## src/design/dav_pkg.sv

```systemverilog
// Shared constants and types for the delta angle and velocity outputs
package dav_pkg;

	// System clock and internal sample clock timing
	localparam int CLK_PERIOD_NS    = 10;
	localparam int SAMPLE_RATE_SPS  = 2000;
	localparam int SAMPLE_PERIOD_NS = 1_000_000_000 / SAMPLE_RATE_SPS;
	localparam int SAMPLE_DIV       = SAMPLE_PERIOD_NS / CLK_PERIOD_NS;

	// Byte addresses of the output registers, words on even addresses
	localparam logic [6:0] ADDR_Y_ANG_LOW  = 7'h28;
	localparam logic [6:0] ADDR_Y_ANG_HIGH = 7'h2A;
	localparam logic [6:0] ADDR_Z_ANG_LOW  = 7'h2C;
	localparam logic [6:0] ADDR_Z_ANG_HIGH = 7'h2E;
	localparam logic [6:0] ADDR_X_VEL_LOW  = 7'h30;
	localparam logic [6:0] ADDR_X_VEL_HIGH = 7'h32;

	// Field layout of a 32-bit result split into two words
	localparam int WORD_W    = 16;
	localparam int HIGH_LSB  = 16;
	localparam int RESULT_W  = 32;

	// Reset and idle values
	localparam logic [15:0] RDATA_UNMAPPED = 16'h0000;
	localparam logic [31:0] RESULT_RESET   = 32'h0000_0000;
	localparam logic [15:0] DEC_RESET      = 16'h0000;

	// Saturation limits of the 32-bit result
	localparam logic signed [31:0] SAT_POS = 32'sh7FFF_FFFF;
	localparam logic signed [31:0] SAT_NEG = 32'sh8000_0000;

	// Scaling: angle gain is the base over the model full scale
	localparam int ANGLE_FS_DEG  = 2160;
	localparam int ANG_GAIN_BASE = 4320;
	localparam int VEL_GAIN      = 1;
	localparam int OUT_SHIFT     = 12;

	// Sequencing of one sample step
	typedef enum logic [1:0] {
		DAV_WAIT,
		DAV_ACCUM,
		DAV_PUBLISH
	} dav_phase_e;

endpackage : dav_pkg

```

## src/design/dav_trap_integ.sv

```systemverilog
// Trapezoidal integrator for one axis with 32-bit saturating result
`timescale 1ns/1ps
module dav_trap_integ #(
	parameter int SAMPLE_W = 16,
	parameter int ACC_W    = 40,
	parameter int GAIN     = 1,
	parameter int SHIFT    = 12
) (
	input  wire logic                clk_sys,     // System clock
	input  wire logic                srst,        // Sync reset, high
	input  wire logic                sampleEn,    // Take one sample
	input  wire logic                lastEn,      // Sample ends period
	input  wire logic [SAMPLE_W-1:0] sample,      // Signed rate sample
	output logic      [31:0]         result,      // Saturated result
	output logic                     resultValid  // Result loaded pulse
);
	localparam int PROD_W = ACC_W + 16;

	typedef struct packed {
		logic [SAMPLE_W-1:0] prev;
		logic [ACC_W-1:0]    acc;
		logic [31:0]         result;
		logic                valid;
	} dav_integ_s;

	dav_integ_s st, next_st;
	logic signed [ACC_W-1:0]  sum;
	logic signed [PROD_W-1:0] prod;
	logic signed [PROD_W-1:0] scaled;

	// Sum of current and previous sample, scaled then clipped
	always_comb begin
		next_st = st;
		next_st.valid = 1'b0;
		sum = $signed(st.acc) + ACC_W'($signed(sample))
			+ ACC_W'($signed(st.prev));
		prod = PROD_W'(sum) * PROD_W'(GAIN);
		scaled = prod >>> SHIFT;
		if (sampleEn) begin
			next_st.prev = sample; // Carries across periods
			next_st.acc = sum;
			if (lastEn) begin
				next_st.acc = '0;
				next_st.valid = 1'b1;
				if (scaled > PROD_W'(dav_pkg::SAT_POS)) begin
					next_st.result = dav_pkg::SAT_POS;
				end else if (scaled < PROD_W'(dav_pkg::SAT_NEG)) begin
					next_st.result = dav_pkg::SAT_NEG;
				end else begin
					next_st.result = scaled[31:0];
				end
			end
		end
	end

	// State register
	always_ff @(posedge clk_sys) begin
		if (srst) begin
			st <= '0;
		end else begin
			st <= next_st;
		end
	end

	assign result = st.result;
	assign resultValid = st.valid;

	a_trap_sum: assert property (@(posedge clk_sys) disable iff (srst)
		sampleEn && !lastEn |=> st.acc == $past(sum))
		else $error("accumulator did not add sample pair");

	a_sat_pos: assert property (@(posedge clk_sys) disable iff (srst)
		sampleEn && lastEn && scaled > PROD_W'(dav_pkg::SAT_POS)
		|=> result == dav_pkg::SAT_POS && resultValid)
		else $error("positive overflow not clipped");

endmodule : dav_trap_integ

```

## src/design/dav_outputs.sv

```systemverilog
// Delta angle (y, z) and x delta velocity output registers
//
// Contract
// Y angle low/high words at 0x28/0x2A
// High word two's complement, LSB fullscale/2^15
// Z angle words at 0x2C/0x2E, same format
// Saturate; 32-bit LSB is fullscale/2^31
// Output velocity change per output update
// Sum sample plus predecessor, over 2fs
// Samples per update equal decimation plus one
// Internal sample clock runs at 2000 SPS
// Host may rescale by measured ready rate
// X velocity low word at 0x30, high 0x32
// Velocity high word two's complement, 400 range
// Angles use same trapezoid on gyro samples
// Angle full scale set by model variant
// Both words of a pair update together
`timescale 1ns/1ps
module dav_outputs #(
	parameter int SAMPLE_W     = 16,
	parameter int ACC_W        = 40,
	parameter int SAMPLE_DIV   = dav_pkg::SAMPLE_DIV,
	parameter int ANGLE_FS_DEG = dav_pkg::ANGLE_FS_DEG
) (
	input  wire logic                clk_sys,    // 100 MHz clock
	input  wire logic                srst,       // Sync reset, high
	input  wire logic [SAMPLE_W-1:0] gyroY,      // Y rate sample
	input  wire logic [SAMPLE_W-1:0] gyroZ,      // Z rate sample
	input  wire logic [SAMPLE_W-1:0] accelX,     // X accel sample
	input  wire logic [15:0]         decimationSetting, // Decimation
	input  wire logic                regRead,    // Read request pulse
	input  wire logic [6:0]          regAddr,    // Read byte address
	output logic      [15:0]         regRdata,   // Read data
	output logic                     regAck,     // Read data valid
	output logic                     sampleTake, // Sample taken pulse
	output logic                     dataUpdate  // Outputs loaded pulse
);
	localparam int DIV_W = $clog2(SAMPLE_DIV);
	localparam logic [DIV_W-1:0] DIV_LAST = DIV_W'(SAMPLE_DIV - 1);
	// Larger full scale means fewer counts per degree
	localparam int ANG_GAIN = dav_pkg::ANG_GAIN_BASE / ANGLE_FS_DEG;

	typedef struct packed {
		dav_pkg::dav_phase_e phase;
		logic [DIV_W-1:0]    divCnt;
		logic [15:0]         decCnt;
		logic [15:0]         decLatched;
		logic [31:0]         yAng;
		logic [31:0]         zAng;
		logic [31:0]         xVel;
		logic [15:0]         rdata;
		logic                ack;
		logic                take;
		logic                update;
	} dav_top_s;

	dav_top_s    st, next_st;
	logic        sampleEn;
	logic        lastEn;
	logic [31:0] yResult;
	logic [31:0] zResult;
	logic [31:0] xResult;
	logic        yValid;
	logic        zValid;
	logic        xValid;
	logic [6:0]  wordAddr;

	// Integrators run only in the accumulate step
	assign sampleEn = (st.phase == dav_pkg::DAV_ACCUM);
	assign lastEn = (st.decCnt == st.decLatched);
	assign wordAddr = {regAddr[6:1], 1'b0};

	// Gyro Y integrator, same trapezoid as velocity
	dav_trap_integ #(
		.SAMPLE_W (SAMPLE_W),
		.ACC_W    (ACC_W),
		.GAIN     (ANG_GAIN),
		.SHIFT    (dav_pkg::OUT_SHIFT)
	) u_int_y (
		.clk_sys     (clk_sys),
		.srst        (srst),
		.sampleEn    (sampleEn),
		.lastEn      (lastEn),
		.sample      (gyroY),
		.result      (yResult),
		.resultValid (yValid)
	);

	// Gyro Z integrator
	dav_trap_integ #(
		.SAMPLE_W (SAMPLE_W),
		.ACC_W    (ACC_W),
		.GAIN     (ANG_GAIN),
		.SHIFT    (dav_pkg::OUT_SHIFT)
	) u_int_z (
		.clk_sys     (clk_sys),
		.srst        (srst),
		.sampleEn    (sampleEn),
		.lastEn      (lastEn),
		.sample      (gyroZ),
		.result      (zResult),
		.resultValid (zValid)
	);

	// Accel X integrator gives the velocity change
	dav_trap_integ #(
		.SAMPLE_W (SAMPLE_W),
		.ACC_W    (ACC_W),
		.GAIN     (dav_pkg::VEL_GAIN),
		.SHIFT    (dav_pkg::OUT_SHIFT)
	) u_int_x (
		.clk_sys     (clk_sys),
		.srst        (srst),
		.sampleEn    (sampleEn),
		.lastEn      (lastEn),
		.sample      (accelX),
		.result      (xResult),
		.resultValid (xValid)
	);

	// Next-state logic: sample clock, decimation, publish, reads
	always_comb begin
		next_st = st;
		next_st.take = 1'b0;
		next_st.update = 1'b0;
		next_st.ack = 1'b0;

		// Free-running divider sets the sample rate
		if (st.divCnt == DIV_LAST) begin
			next_st.divCnt = '0;
		end else begin
			next_st.divCnt = st.divCnt + 1'b1;
		end

		case (st.phase)
			dav_pkg::DAV_WAIT: begin
				if (st.divCnt == DIV_LAST) begin
					next_st.phase = dav_pkg::DAV_ACCUM;
					next_st.take = 1'b1;
				end
			end
			dav_pkg::DAV_ACCUM: begin
				if (lastEn) begin
					next_st.decCnt = '0;
					next_st.phase = dav_pkg::DAV_PUBLISH;
				end else begin
					next_st.decCnt = st.decCnt + 1'b1;
					next_st.phase = dav_pkg::DAV_WAIT;
				end
			end
			dav_pkg::DAV_PUBLISH: begin
				// Whole 32-bit values load at once for coherent reads
				next_st.yAng = yResult;
				next_st.zAng = zResult;
				next_st.xVel = xResult;
				next_st.update = 1'b1;
				// New setting only at a period boundary
				next_st.decLatched = decimationSetting;
				next_st.phase = dav_pkg::DAV_WAIT;
			end
			default: begin
				next_st.phase = dav_pkg::DAV_WAIT;
			end
		endcase

		// Read port; both bytes of a word return the same word
		if (regRead) begin
			next_st.ack = 1'b1;
			if (wordAddr == dav_pkg::ADDR_Y_ANG_LOW) begin
				next_st.rdata = st.yAng[dav_pkg::WORD_W-1:0];
			end else if (wordAddr == dav_pkg::ADDR_Y_ANG_HIGH) begin
				next_st.rdata = st.yAng[31:dav_pkg::HIGH_LSB];
			end else if (wordAddr == dav_pkg::ADDR_Z_ANG_LOW) begin
				next_st.rdata = st.zAng[dav_pkg::WORD_W-1:0];
			end else if (wordAddr == dav_pkg::ADDR_Z_ANG_HIGH) begin
				next_st.rdata = st.zAng[31:dav_pkg::HIGH_LSB];
			end else if (wordAddr == dav_pkg::ADDR_X_VEL_LOW) begin
				next_st.rdata = st.xVel[dav_pkg::WORD_W-1:0];
			end else if (wordAddr == dav_pkg::ADDR_X_VEL_HIGH) begin
				next_st.rdata = st.xVel[31:dav_pkg::HIGH_LSB];
			end else begin
				next_st.rdata = dav_pkg::RDATA_UNMAPPED;
			end
		end
	end

	// State register; outputs come straight from it
	always_ff @(posedge clk_sys) begin
		if (srst) begin
			st <= '0;
			st.phase <= dav_pkg::DAV_WAIT;
			st.decLatched <= dav_pkg::DEC_RESET;
			st.yAng <= dav_pkg::RESULT_RESET;
			st.zAng <= dav_pkg::RESULT_RESET;
			st.xVel <= dav_pkg::RESULT_RESET;
			st.rdata <= dav_pkg::RDATA_UNMAPPED;
		end else begin
			st <= next_st;
		end
	end

	assign regRdata = st.rdata;
	assign regAck = st.ack;
	assign sampleTake = st.take;
	assign dataUpdate = st.update;

	// Helper: samples since the last publish, for checking only
	logic [16:0] chkSamples;
	logic [DIV_W-1:0] chkGap;
	logic             chkSeen;
	always_ff @(posedge clk_sys) begin
		if (srst || st.update) begin
			chkSamples <= '0;
		end else if (sampleEn) begin
			chkSamples <= chkSamples + 1'b1;
		end
	end
	always_ff @(posedge clk_sys) begin
		if (srst || st.take) begin
			chkGap <= '0;
		end else begin
			chkGap <= chkGap + 1'b1;
		end
	end
	// First gap after reset counts one more than DIV_LAST, so skip it
	always_ff @(posedge clk_sys) begin
		if (srst) begin
			chkSeen <= 1'b0;
		end else if (st.take) begin
			chkSeen <= 1'b1;
		end
	end

	a_dec_count: assert property (@(posedge clk_sys) disable iff (srst)
		st.phase == dav_pkg::DAV_PUBLISH
		|-> chkSamples == 17'(st.decLatched) + 17'd1)
		else $error("period sample count differs from setting");

	a_tick_spacing: assert property (@(posedge clk_sys) disable iff (srst)
		st.take && chkSeen |-> chkGap == DIV_LAST)
		else $error("sample pulses not one sample period apart");

	a_pair_coherent: assert property (@(posedge clk_sys) disable iff (srst)
		yValid |=> dataUpdate && st.yAng == $past(yResult)
		&& st.zAng == $past(zResult) && st.xVel == $past(xResult))
		else $error("output pair not loaded from one update");

	a_read_yhigh: assert property (@(posedge clk_sys) disable iff (srst)
		regRead && wordAddr == dav_pkg::ADDR_Y_ANG_HIGH && !st.update
		|=> regAck && regRdata == $past(st.yAng[31:16]))
		else $error("y high word read wrong");

	a_read_xlow: assert property (@(posedge clk_sys) disable iff (srst)
		regRead && wordAddr == dav_pkg::ADDR_X_VEL_LOW && !st.update
		|=> regAck && regRdata == $past(st.xVel[15:0]))
		else $error("x velocity low word read wrong");

	a_read_ack: assert property (@(posedge clk_sys) disable iff (srst)
		regRead |=> regAck ##1 (regAck == $past(regRead)))
		else $error("read not answered in one cycle");

	a_update_after: assert property (@(posedge clk_sys) disable iff (srst)
		sampleEn && lastEn |=> !dataUpdate ##1 dataUpdate)
		else $error("update not two cycles after last sample");

	// Remaining words each come from their own 32-bit value
	a_read_ylow: assert property (@(posedge clk_sys) disable iff (srst)
		regRead && wordAddr == dav_pkg::ADDR_Y_ANG_LOW
		|=> regAck && regRdata == $past(st.yAng[15:0]))
		else $error("y low word read wrong");

	a_read_zlow: assert property (@(posedge clk_sys) disable iff (srst)
		regRead && wordAddr == dav_pkg::ADDR_Z_ANG_LOW
		|=> regAck && regRdata == $past(st.zAng[15:0]))
		else $error("z low word read wrong");

	a_read_zhigh: assert property (@(posedge clk_sys) disable iff (srst)
		regRead && wordAddr == dav_pkg::ADDR_Z_ANG_HIGH
		|=> regAck && regRdata == $past(st.zAng[31:16]))
		else $error("z high word read wrong");

	a_read_xhigh: assert property (@(posedge clk_sys) disable iff (srst)
		regRead && wordAddr == dav_pkg::ADDR_X_VEL_HIGH
		|=> regAck && regRdata == $past(st.xVel[31:16]))
		else $error("x velocity high word read wrong");

	a_read_none: assert property (@(posedge clk_sys) disable iff (srst)
		regRead && wordAddr != dav_pkg::ADDR_Y_ANG_LOW
		&& wordAddr != dav_pkg::ADDR_Y_ANG_HIGH
		&& wordAddr != dav_pkg::ADDR_Z_ANG_LOW
		&& wordAddr != dav_pkg::ADDR_Z_ANG_HIGH
		&& wordAddr != dav_pkg::ADDR_X_VEL_LOW
		&& wordAddr != dav_pkg::ADDR_X_VEL_HIGH
		|=> regAck && regRdata == dav_pkg::RDATA_UNMAPPED)
		else $error("unmapped word did not read zero");

	a_take_pulse: assert property (@(posedge clk_sys) disable iff (srst)
		sampleTake |=> !sampleTake)
		else $error("sample pulse longer than one cycle");

	a_upd_pulse: assert property (@(posedge clk_sys) disable iff (srst)
		dataUpdate |=> !dataUpdate)
		else $error("update pulse longer than one cycle");

	a_dec_latch: assert property (@(posedge clk_sys) disable iff (srst)
		dataUpdate |-> st.decLatched == $past(decimationSetting))
		else $error("decimation not latched at publish");

endmodule : dav_outputs

```

## config.mk

```make
export PLATFORM = sky130hd
export DESIGN_NAME = dav_outputs
export DESIGN_NICKNAME = d
export VERILOG_FILES = /design/src/design/dav_pkg.sv /design/src/design/dav_trap_integ.sv /design/src/design/dav_outputs.sv
export SDC_FILE = /design/constraint.sdc
export NUM_CORES = 1
export LEC_CHECK = 0
export BUFFER_PORTS_ARGS = -buffer_cell sky130_fd_sc_hd__buf_4
export CAP_MARGIN = 0
export CORE_MARGIN = 3
export CORE_UTILIZATION = 51
export DETAILED_ROUTE_END_ITERATION = 16
export PLACE_DENSITY_LB_ADDON = 0.15
export SYNTH_ARGS = -nofsm -noshare
export SYNTH_HDL_FRONTEND = slang
export SYNTH_HIERARCHICAL = 1
export SYNTH_SLANG_ARGS = --single-unit
export TNS_END_PERCENT = 10
```

## constraint.sdc

```tcl
create_clock -name clk_sys -period 5.3 [get_ports clk_sys]
set_clock_uncertainty 0.1 [all_clocks]
set_input_delay 1.06 -clock clk_sys [delete_from_list [all_inputs] [get_ports clk_sys]]
set_output_delay 1.06 -clock clk_sys [all_outputs]
set_load 0.02 [all_outputs]
```

; Word-level counts from Yosys, hierarchy flattened
; Cells that the tools add are included.
[classes]
n_addsub = 8
multipliers = 0
n_div = 0
order_cmp = 6
n_eq_ne = 11
shifts = 0
mux = 22
bitwise = 1
n_reduce_logical = 4
[ops]
columns = operator, count
row1 = adder 40 x 16 -> 40 bit, 6
row2 = two-way mux 73 bit, 3
row3 = two-way mux 32 bit, 6
row4 = two-way mux 16 bit, 7
row5 = greater-than comparator 29 x 32 -> 1 bit (second input constant), 2
row6 = less-than comparator 29 x 32 -> 1 bit (second input constant), 2
row7 = == test 6 x 5 -> 1 bit (second input constant), 6
row8 = adder 16 x 1 -> 16 bit (second input constant), 2
row9 = greater-than comparator 28 x 32 -> 1 bit (second input constant), 1
row10 = less-than comparator 28 x 32 -> 1 bit (second input constant), 1
row11 = == test 16 bit, 1
row12 = == test 16 bit (second input constant), 1
row13 = two-way mux 2 bit, 2
row14 = case mux 2 bit (2 select lines), 1
row15 = OR reduction 2 bit, 2
row16 = two-way mux 1 bit, 3
row17 = == test 2 x 1 -> 1 bit (second input constant), 1
row18 = == test 2 bit (second input constant), 1
row19 = zero test 2 bit, 1
row20 = inequality test 2 bit (second input constant), 1
row21 = AND reduction 2 bit, 1
row22 = NOT 1 bit, 1
[totals]
register_bits = 429
latchBits = 0
ramBits = 0
mem_bits_ro = 0
in_bits = 74
word_cells = 72
mem_count = 0

; Depth between registers and ports, before layout
; Gate-level depths: netlist of the first run.
[logic_depth]
ltp_word = 7
depth_mapped = 12
depth_no_buf = 11

; Modules after synthesis
; Netlist of the first run, hierarchy kept.
[modules_own_cells]
columns = module, n_inst, cells_each, area_each_um2, seq_area_each_um2
row1 = dav_outputs, 1, 863, 7119.3, 3303.2
row2 = dav_trap_integ at u_int_z, 1, 767, 6525.0, 1721.7
row3 = dav_trap_integ at u_int_y, 1, 738, 6411.1, 1721.7
row4 = dav_trap_integ at u_int_x, 1, 720, 6294.8, 1701.6

; Least setup slack after synthesis of the first run
; OpenSTA, ideal clock, no wires.
[synth_path]
path_kind = register to register
start = register u_int_y/st[88] (netlist name)
end = register u_int_y.st, in the netlist u_int_y/result[13]
arrival_time_ps = 4068
required_time_ps = 5085
setup_slack_ps = 1017
path_stages_with_launch = 12
n_path_buf = 1
period_less_slack_ps = 4283
path_cell_list = dfxtp_1 -> fa_1 -> ha_1 -> or2_1 -> and3_4 -> or3_1 -> or3_1 -> buf_6 -> a21o_1 -> a211oi_2 -> nor3_1 -> o21a_1
[synth_via]
elab_chain_cells = 4
[synth_lines]
columns = element, line_no
row1 = from (decl), dav_trap_integ.sv:26  ; dav_integ_s st, next_st;
row2 = from (signal assigned), dav_trap_integ.sv:61  ; st <= next_st;
row3 = adder 40 x 16 -> 40 bit (*), dav_trap_integ.sv:36  ; + ACC_W'($signed(st.prev));
row4 = less-than comparator 29 x 32 -> 1 bit, dav_trap_integ.sv:47  ; end else if (scaled < PROD_W'(dav_pkg::SAT_NEG)) begin
row5 = two-way mux 32 bit, dav_trap_integ.sv:47
row6 = two-way mux 32 bit (*), dav_trap_integ.sv:45  ; if (scaled > PROD_W'(dav_pkg::SAT_POS)) begin
; Mark *: on every way between the ends. The rest lies on a longest branch, timed or not.
; A chain may end at the register's enable or synchronous reset.

; Worst setup path after layout of the first run
[layout_path]
start = input port accelX[15]
end = register u_int_x.st, in the netlist u_int_x/result[25]
[layout_via]
elab_chain_cells = 5
[layout_lines]
columns = element, line_no
row1 = from (decl), dav_outputs.sv:29  ; input wire logic [SAMPLE_W-1:0] accelX,
row2 = adder 40 x 16 -> 40 bit (*), dav_trap_integ.sv:35  ; sum = $signed(st.acc) + ACC_W'($signed(sample))
row3 = adder 40 x 16 -> 40 bit (*), dav_trap_integ.sv:36
row4 = less-than comparator 28 x 32 -> 1 bit, dav_trap_integ.sv:47
row5 = two-way mux 32 bit, dav_trap_integ.sv:47
row6 = two-way mux 32 bit (*), dav_trap_integ.sv:45
row7 = to (signal assigned), dav_trap_integ.sv:61
row8 = to (decl), dav_trap_integ.sv:26
; Marked as above.

==> results of run 1 <==
-- through the flow --
step | power, mW | hold slack, ns | cells | area (um2) | util (%)
2_1_floorplan | 3.51 | 0.326 | 3085 | 26300 | -
3_3_place_gp | 3.66 | 0.338 | 3592 | 26500 | 52.3
3_5_place_dp | 3.67 | 0.345 | 3592 | 26500 | 52.3
4_1_cts | 7.35 | 0.353 | 3683 | 28200 | 55.8
5_1_grt | 7.51 | 0.367 | 3684 | 28200 | 55.8
6_report | 7.26 | 0.353 | 3684 | 28200 | 55.8
-- cells in the final DEF, fill, tap and decap left out, types with 18 or more instances in the layout --
| cell type | instances |
|---|---|
| nand2_1 | 487 |
| o21ai_1 | 20 |
| buf_4 | 117 |
| nor3_1 | 55 |
| nor2_1 | 220 |
| clkbuf_16 | 51 |
| nor4_1 | 18 |
| nand4_1 | 40 |
| nand2b_1 | 21 |
| nor2b_1 | 27 |
| dfxtp_1 | 416 |
| and3_1 | 20 |
| o21bai_1 | 18 |
| a21oi_1 | 311 |
| a22o_1 | 46 |
| a21o_1 | 42 |
| xor2_1 | 66 |
| o21ai_0 | 126 |
| xnor2_1 | 74 |
| a31oi_1 | 18 |
| nand3_1 | 79 |
| o221ai_1 | 18 |
| ha_1 | 116 |
| or3_1 | 19 |
| fa_1 | 120 |
| mux2i_1 | 74 |
| inv_1 | 55 |
-- power groups by stage --
| stage | clock, mW | sequential [mW] | combinational, mW |
|---|---|---|---|
| 6_report | 3.66 | 3.16 | 0.446 |
| 5_1_grt | 3.86 | 3.15 | 0.491 |
| 2_1_floorplan | 0 | 3.22 | 0.289 |
| 3_3_place_gp | 0 | 3.22 | 0.435 |
| 3_5_place_dp | 0 | 3.23 | 0.443 |
| 4_1_cts | 3.75 | 3.16 | 0.445 |
-- registers in the layout, summed over array words and instances (netlist names), 16 cells and up --
register        flops
u_int_x/st         56
u_int_z/st         56
u_int_y/st         56
u_int_x/result     28
u_int_z/result     29
regRdata           16
u_int_y/result     29
st                146
-- routing by layer --
layer	vias to the layer above	GRT usage [%]	wire [um]	share of wire [%]
met5	-	0	0	0
met1	10644	32.9	30600	44
met2	562	42.0	32600	47
met4	0	8.60	2100	3.0
li1	10586	-	-	-
met3	120	3.81	3870	5.6
-- how the worst max path moves through the flow --
stage | start | to | slack, ns | depth (start not counted)
floorplan | u_int_y/st[88] | u_int_y/result[13] | 1.02 | 11
global placement | accelX[15] | u_int_x/result[25] | 0.72 | 11
detailed placement | accelX[15] | u_int_x/result[11] | 0.66 | 11
CTS | accelX[15] | u_int_x/result[11] | 1.28 | 11
global route | accelX[15] | u_int_x/result[11] | 0.97 | 11
finish | accelX[15] | u_int_x/result[25] | 1.22 | 11
-- final cells by class --
class / count / area, um2
clock inverters: 18 / 305
flip-flops and latches: 419 / 8390
clock buffers: 73 / 1440
repair buffers: 118 / 893
well taps: 672 / 841
diodes: 1 / 2.50
fillers: 4655 / 22400
inverters: 58 / 220
multi-input cells: 2325 / 16100
-- critical path, stage by stage --
cell     delay (ns)
buf_4          0.37
fa_1           0.51
ha_1           0.44
a21oi_1        0.28
o21ai_0        0.21
a41oi_1        0.20
nand2_1        0.08
o22ai_1        0.39
o21ai_0        0.34
nor4b_1        0.23
a311o_1        0.33
==> summary.txt, run 1 <==
Floorplan
  • Die H: 233 um
  • Die width: approximately 230 um
  • Number of top-level pins: 93
  • Die area: 54300 um2
  • Rows: 82
  • Starting density of the core: 52.0%
  • Core box area: 50600 um2

Routing
  • DR vias: 21.9k
  • DRC viols: 0
  • Drt first pass iters: 5
  • Final wirelength: 69.2 mm
  • Avg WL per Cell: 18.8 um
  • DR vias/cell: between 5 and 6
  • Final ANT Viol Nets: 0
  • Iter 0 DRT Violations: 1619

Clock network
  • CTS tree: built
  • Hold_buf cts: 0
  • Clock latency on the worst-skew pair: 0.60 ns
  • Root Buffer: clkbuf_16
  • Clock buffer count from CTS: a little under 50
  • Max Root-Sink Buffers: 3
  • Post-CTS setup buffers: 0
  • Htree depth: 2
  • Reg clk slew, reported paths: 0.06 ns
  • Clock sinks: 419
  • Post_cts resized: 0

STA
  • Rel. slew slack: 21.4%
  • RSZ-0062 raised after global routing: no
  • Count of final setup violators: 0
  • Worst-margin pin slew: about 1.2 ns
  • Setup TNS Final: 0 ns
  • Final Cycle Share: about three quarters
  • PnR worst setup slack: 1.22 ns
  • Fmax: between 200 and 250 MHz
  • Final hold viol count: 0
  • Tmin final: approximately 4.1 ns
  • Max Transition Viols Final: 0

Global route
  • Total track usage: about a quarter
  • Largest net degree at the start of global routing: 97
  • First-pass GRT wire length: 111 mm
  • Total congestion overflow: 0
  • Vias in the first global route: between 20k and 25k
  • Antenna violations before repair: 1

Power
  • P_leak: around 11 nW
  • Peak supply drop: 212 uV
  • Sw Pwr: 1.70 mW
  • Pwr dens: 258 nW/um2
  • Clk pwr share: approximately half
  • Comb pwr share: 6.1%
  • Reg power frac: 43.4%
  • P_int: ~5.6 mW
  • Switching Fraction: 23.3%

Setup path
  • Path depth of the worst reg2reg path: 10
  • Worst setup EP type: flop
  • WP data required: between 5 and 6 ns
  • Critical Path Start Type: input pin
  • Critical path peak fanout: 26
  • CP Class: input pin to flop
  • CP arrival: 4.45 ns
  • FF-to-FF setup slack: 1.29 ns
  • Reg-to-reg endpoint: u_int_x/result[25]
  • FF-to-FF Start: u_int_x/st[88]

Finish
  • Share of cells above drive strength 1: just under 9%
  • Area grow syn2layout: 7.29%
  • Nets: 3281

Run
  • Max-Cap Viols: 0

Yosys
  • Mapped Nets: 3395
  • Post-Syn Area: 26300 um2
  • Synth Warn #: 6
  • Syn Area/Cell: ~8.5 um2
  • Post-synthesis cell count: 3085

Min path
  • Hold Path Stages: 2
  • Hold Crit Class: flop to flop
  • Hold Crit Endpoint: st[78]
  • Worst hold start: u_int_z/result[27]

Place
  • Pre-CTS WS: 0.660 ns
  • GPL Wtd Cong: 0.942
  • PortBufs: 91
  • Dpl hpwl: 49.8 mm

Outcome
  • Status: finished, final reports clean
Note: power is estimated with default switching activity, not from simulation.
==> run 2: changes to the inputs <==
--- a/config.mk
+++ b/config.mk
@@ -5,6 +5,7 @@
 export SDC_FILE = /design/constraint.sdc
 export NUM_CORES = 1
 export LEC_CHECK = 0
+export ABC_AREA = 1
 export BUFFER_PORTS_ARGS = -buffer_cell sky130_fd_sc_hd__buf_4
 export CAP_MARGIN = 0
 export CORE_MARGIN = 3
==> constraint.sdc (replaced) <==
create_clock -name clk_sys -period 3.4 [get_ports clk_sys]
set_clock_uncertainty 0.1 [all_clocks]
set_input_delay 0.68 -clock clk_sys [delete_from_list [all_inputs] [get_ports clk_sys]]
set_output_delay 0.68 -clock clk_sys [all_outputs]
set_load 0.02 [all_outputs]
==> run 2 against run 1 <==
Compared with the run above: register-to-register slack lost 0.94 ns; die area up 7.6%; largest power group unchanged; synthesized cell count rose by 37%; power increased by 54%; non-clock buffer count up 24.
==> summary.txt, run 2 <==
Routing
  • DR vias: 24.7k (+13%)
  • Drt first pass iters: 6 (+1)
  • Final ANT Viol Nets: 0 (unchanged)
  • DRC viols: 0 (unchanged)
  • Final wirelength: 70.8 mm (+2.4%)
  • Iter 0 DRT Violations: 1615 (-0.25%)
  • Avg WL per Cell: 14.3 um (-24%)
  • DR vias/cell: 5.01 (-16%)

Outcome
  • Status: finished, final reports clean

Yosys
  • Post-synthesis cell count: 4215 (+37%)
  • Post-Syn Area: 28300 um2 (+7.8%)
  • Syn Area/Cell: 6.72 um2 (-21%)
  • Synth Warn #: 6 (unchanged)
  • Mapped Nets: 4525 (+33%)

Setup path
  • Worst setup EP type: flop
  • Critical Path Start Type: flop
  • Reg-to-reg endpoint: u_int_y/result[25]
  • CP arrival: 3.51 ns (-0.94 ns)
  • FF-to-FF Start: st[137]
  • Path depth of the worst reg2reg path: 13 (+3)
  • Crit-path max cell delay: 0.45 ns (-0.06 ns)
  • Delay-heaviest family, CP: buffers and inverters
  • Critical path peak fanout: 25 (-3.8%)
  • Worst Path Buf+Inv: 4 (+3)
  • CP Class: flop to flop
  • WP data required: 3.86 ns (-1.81 ns)
  • Worst-path cell chain: xor2_1 > nor2_1 > nand2_1 > nor2_1 > nand2_1 > inv_1 > nand2_1 > inv_2 > buf_4 > nor2_1 > nor2_1 > nand2_1 > inv_1
  • FF-to-FF setup slack: 0.35 ns (-0.94 ns)
  • Slowest CP cell: inv_2

STA
  • Min Hold Slack: 0.182 ns (-0.171 ns)
  • Rel. slew slack: 33.3% (+12 points)
  • RSZ-0062 raised after global routing: no
  • Final hold viol count: 0 (unchanged)
  • PnR worst setup slack: 0.352 ns (-0.870 ns)
  • Final Cycle Share: about nine tenths
  • Max Transition Viols Final: 0 (unchanged)
  • Setup TNS Final: 0 ns (unchanged)
  • Count of final setup violators: 0 (unchanged)
  • Fmax: 328 MHz
  • Tmin final: 3.05 ns
  • Worst-margin pin slew: 1.00 ns (-0.176 ns)

Global route
  • Total track usage: 23.7% (-1.3 points)
  • Total congestion overflow: 0 (unchanged)
  • Vias in the first global route: 22.9k (+7.5%)
  • Largest net degree at the start of global routing: 157 (+62%)
  • Antenna violations before repair: 1 (unchanged)
  • First-pass GRT wire length: 116 mm (+5.0%)

Run
  • Max-Cap Viols: 0 (unchanged)

Place
  • GPL Wtd Cong: 0.925 (-1.8%)
  • Pre-CTS WS: 0.0657 ns (-0.594 ns)
  • PortBufs: 91 (unchanged)
  • Dpl hpwl: 52.9 mm (+6.3%)

Floorplan
  • Die width: 242 um (+3.7%)
  • Starting density of the core: 52.1% (+0.16 points)
  • Number of top-level pins: 93 (unchanged)
  • Die area: 58400 um2 (+7.6%)
  • Core box area: 54300 um2 (+7.4%)
  • Die H: 242 um (+3.7%)
  • Rows: 85 (+3.7%)

Power
  • Pwr Total: 11.2 mW (+54%)
  • Peak supply drop: 377 uV (+78%)
  • Pwr dens: 366 nW/um2 (+42%)
  • P_leak: 15.1 nW (+37%)

Finish
  • Nets: 4471 (+36%)
  • Commonest non-fill, non-tap cell in the layout: nand2_1
  • Layout fillers: 5430 (+17%)
  • Area grow syn2layout: 8.18%
  • Utilization after layout: 56.4% (+0.64 points)
  • Most flops, register: st
  • Most frequent cells in the layout: nand2_1 (1194), nor2_1 (604), inv_1 (482), dfxtp_1 (416), a21oi_1 (335)
  • Max FFs per register: 146 (unchanged)
  • Share of cells above drive strength 1: 8.50% (-0.37 points)

Clock network
  • Root Buffer: clkbuf_16
  • Clock latency on the worst-skew pair: 0.62 ns (+0.02 ns)
  • Post_cts resized: 0 (unchanged)
  • Max Root-Sink Buffers: 3 (unchanged)
  • Clock sinks: 419 (unchanged)
  • Hold_buf cts: 0 (unchanged)
  • Htree depth: 2 (unchanged)
  • Reg clk slew, reported paths: 0.06 ns (about the same)
  • CTS tree: built
  • Clock buffer count from CTS: 47 (-4.1%)
  • Post-CTS setup buffers: 0 (unchanged)

Min path
  • Hold Crit Endpoint: st[125]
  • Hold Crit Class: input pin to flop
  • Worst hold start: decimationSetting[10]
  • Hold Path Stages: 3 (+1)
[run 2: worst max-delay path by stage]
stage	from	to	slack (ns)	cells past startpoint
final	st[137]	u_int_y/result[25]	0.35	13
after global routing	st[137]	u_int_y/result[20]	0.05	13
after CTS	st[137]	u_int_y/result[25]	0.34	13
after detailed placement	accelX[1]	u_int_x/result[13]	0.07	18
after global placement	gyroZ[15]	u_int_z/result[24]	0.09	13
after floorplan	u_int_x/st[88]	u_int_x/result[20]	0.02	14
[run 2: cell type report]
cell class                 count  area (um2)  share of cell area, %
antenna                        1        2.50                0.00816
clock inverter                20         352                   1.15
timing repair buffer         142        1160                   3.79
sequential                   419        8390                   27.4
tap                          739         925                   3.02
clock buffer                  67        1360                   4.44
inverter                     495        1860                   6.07
multi-input combinational   3056       16600                   54.2
[run 2: worst reg2reg max path: cells and delay by family (launching register included)]
family / cells / cell delay, ns
xor+xnor: 1 / 0.18
buf+inv: 4 / 1.27
simple gates: 8 / 1.07
flops: 1 / 0.36
[run 2: power by group]
group          switching (mW)  internal [mW]
registers             0.00262           4.91
clock network            2.22           3.35
logic                   0.479          0.239
total                    2.70           8.50
[run 2: metrics by stage]
| step | std cells | cell area [um2] |
|---|---|---|
| after floorplan | 4215 | 28300 |
| after global placement | 4851 | 28900 |
| after detailed placement | 4851 | 28900 |
| after CTS | 4938 | 30600 |
| after global routing | 4938 | 30600 |
| final | 4939 | 30700 |
[run 2: layer usage]
layer  GRT usage [%]  share of wire, %
met3            3.05               4.1
met1            34.0                50
met4            6.21               2.2
met5               0                 0
met2            37.8                44
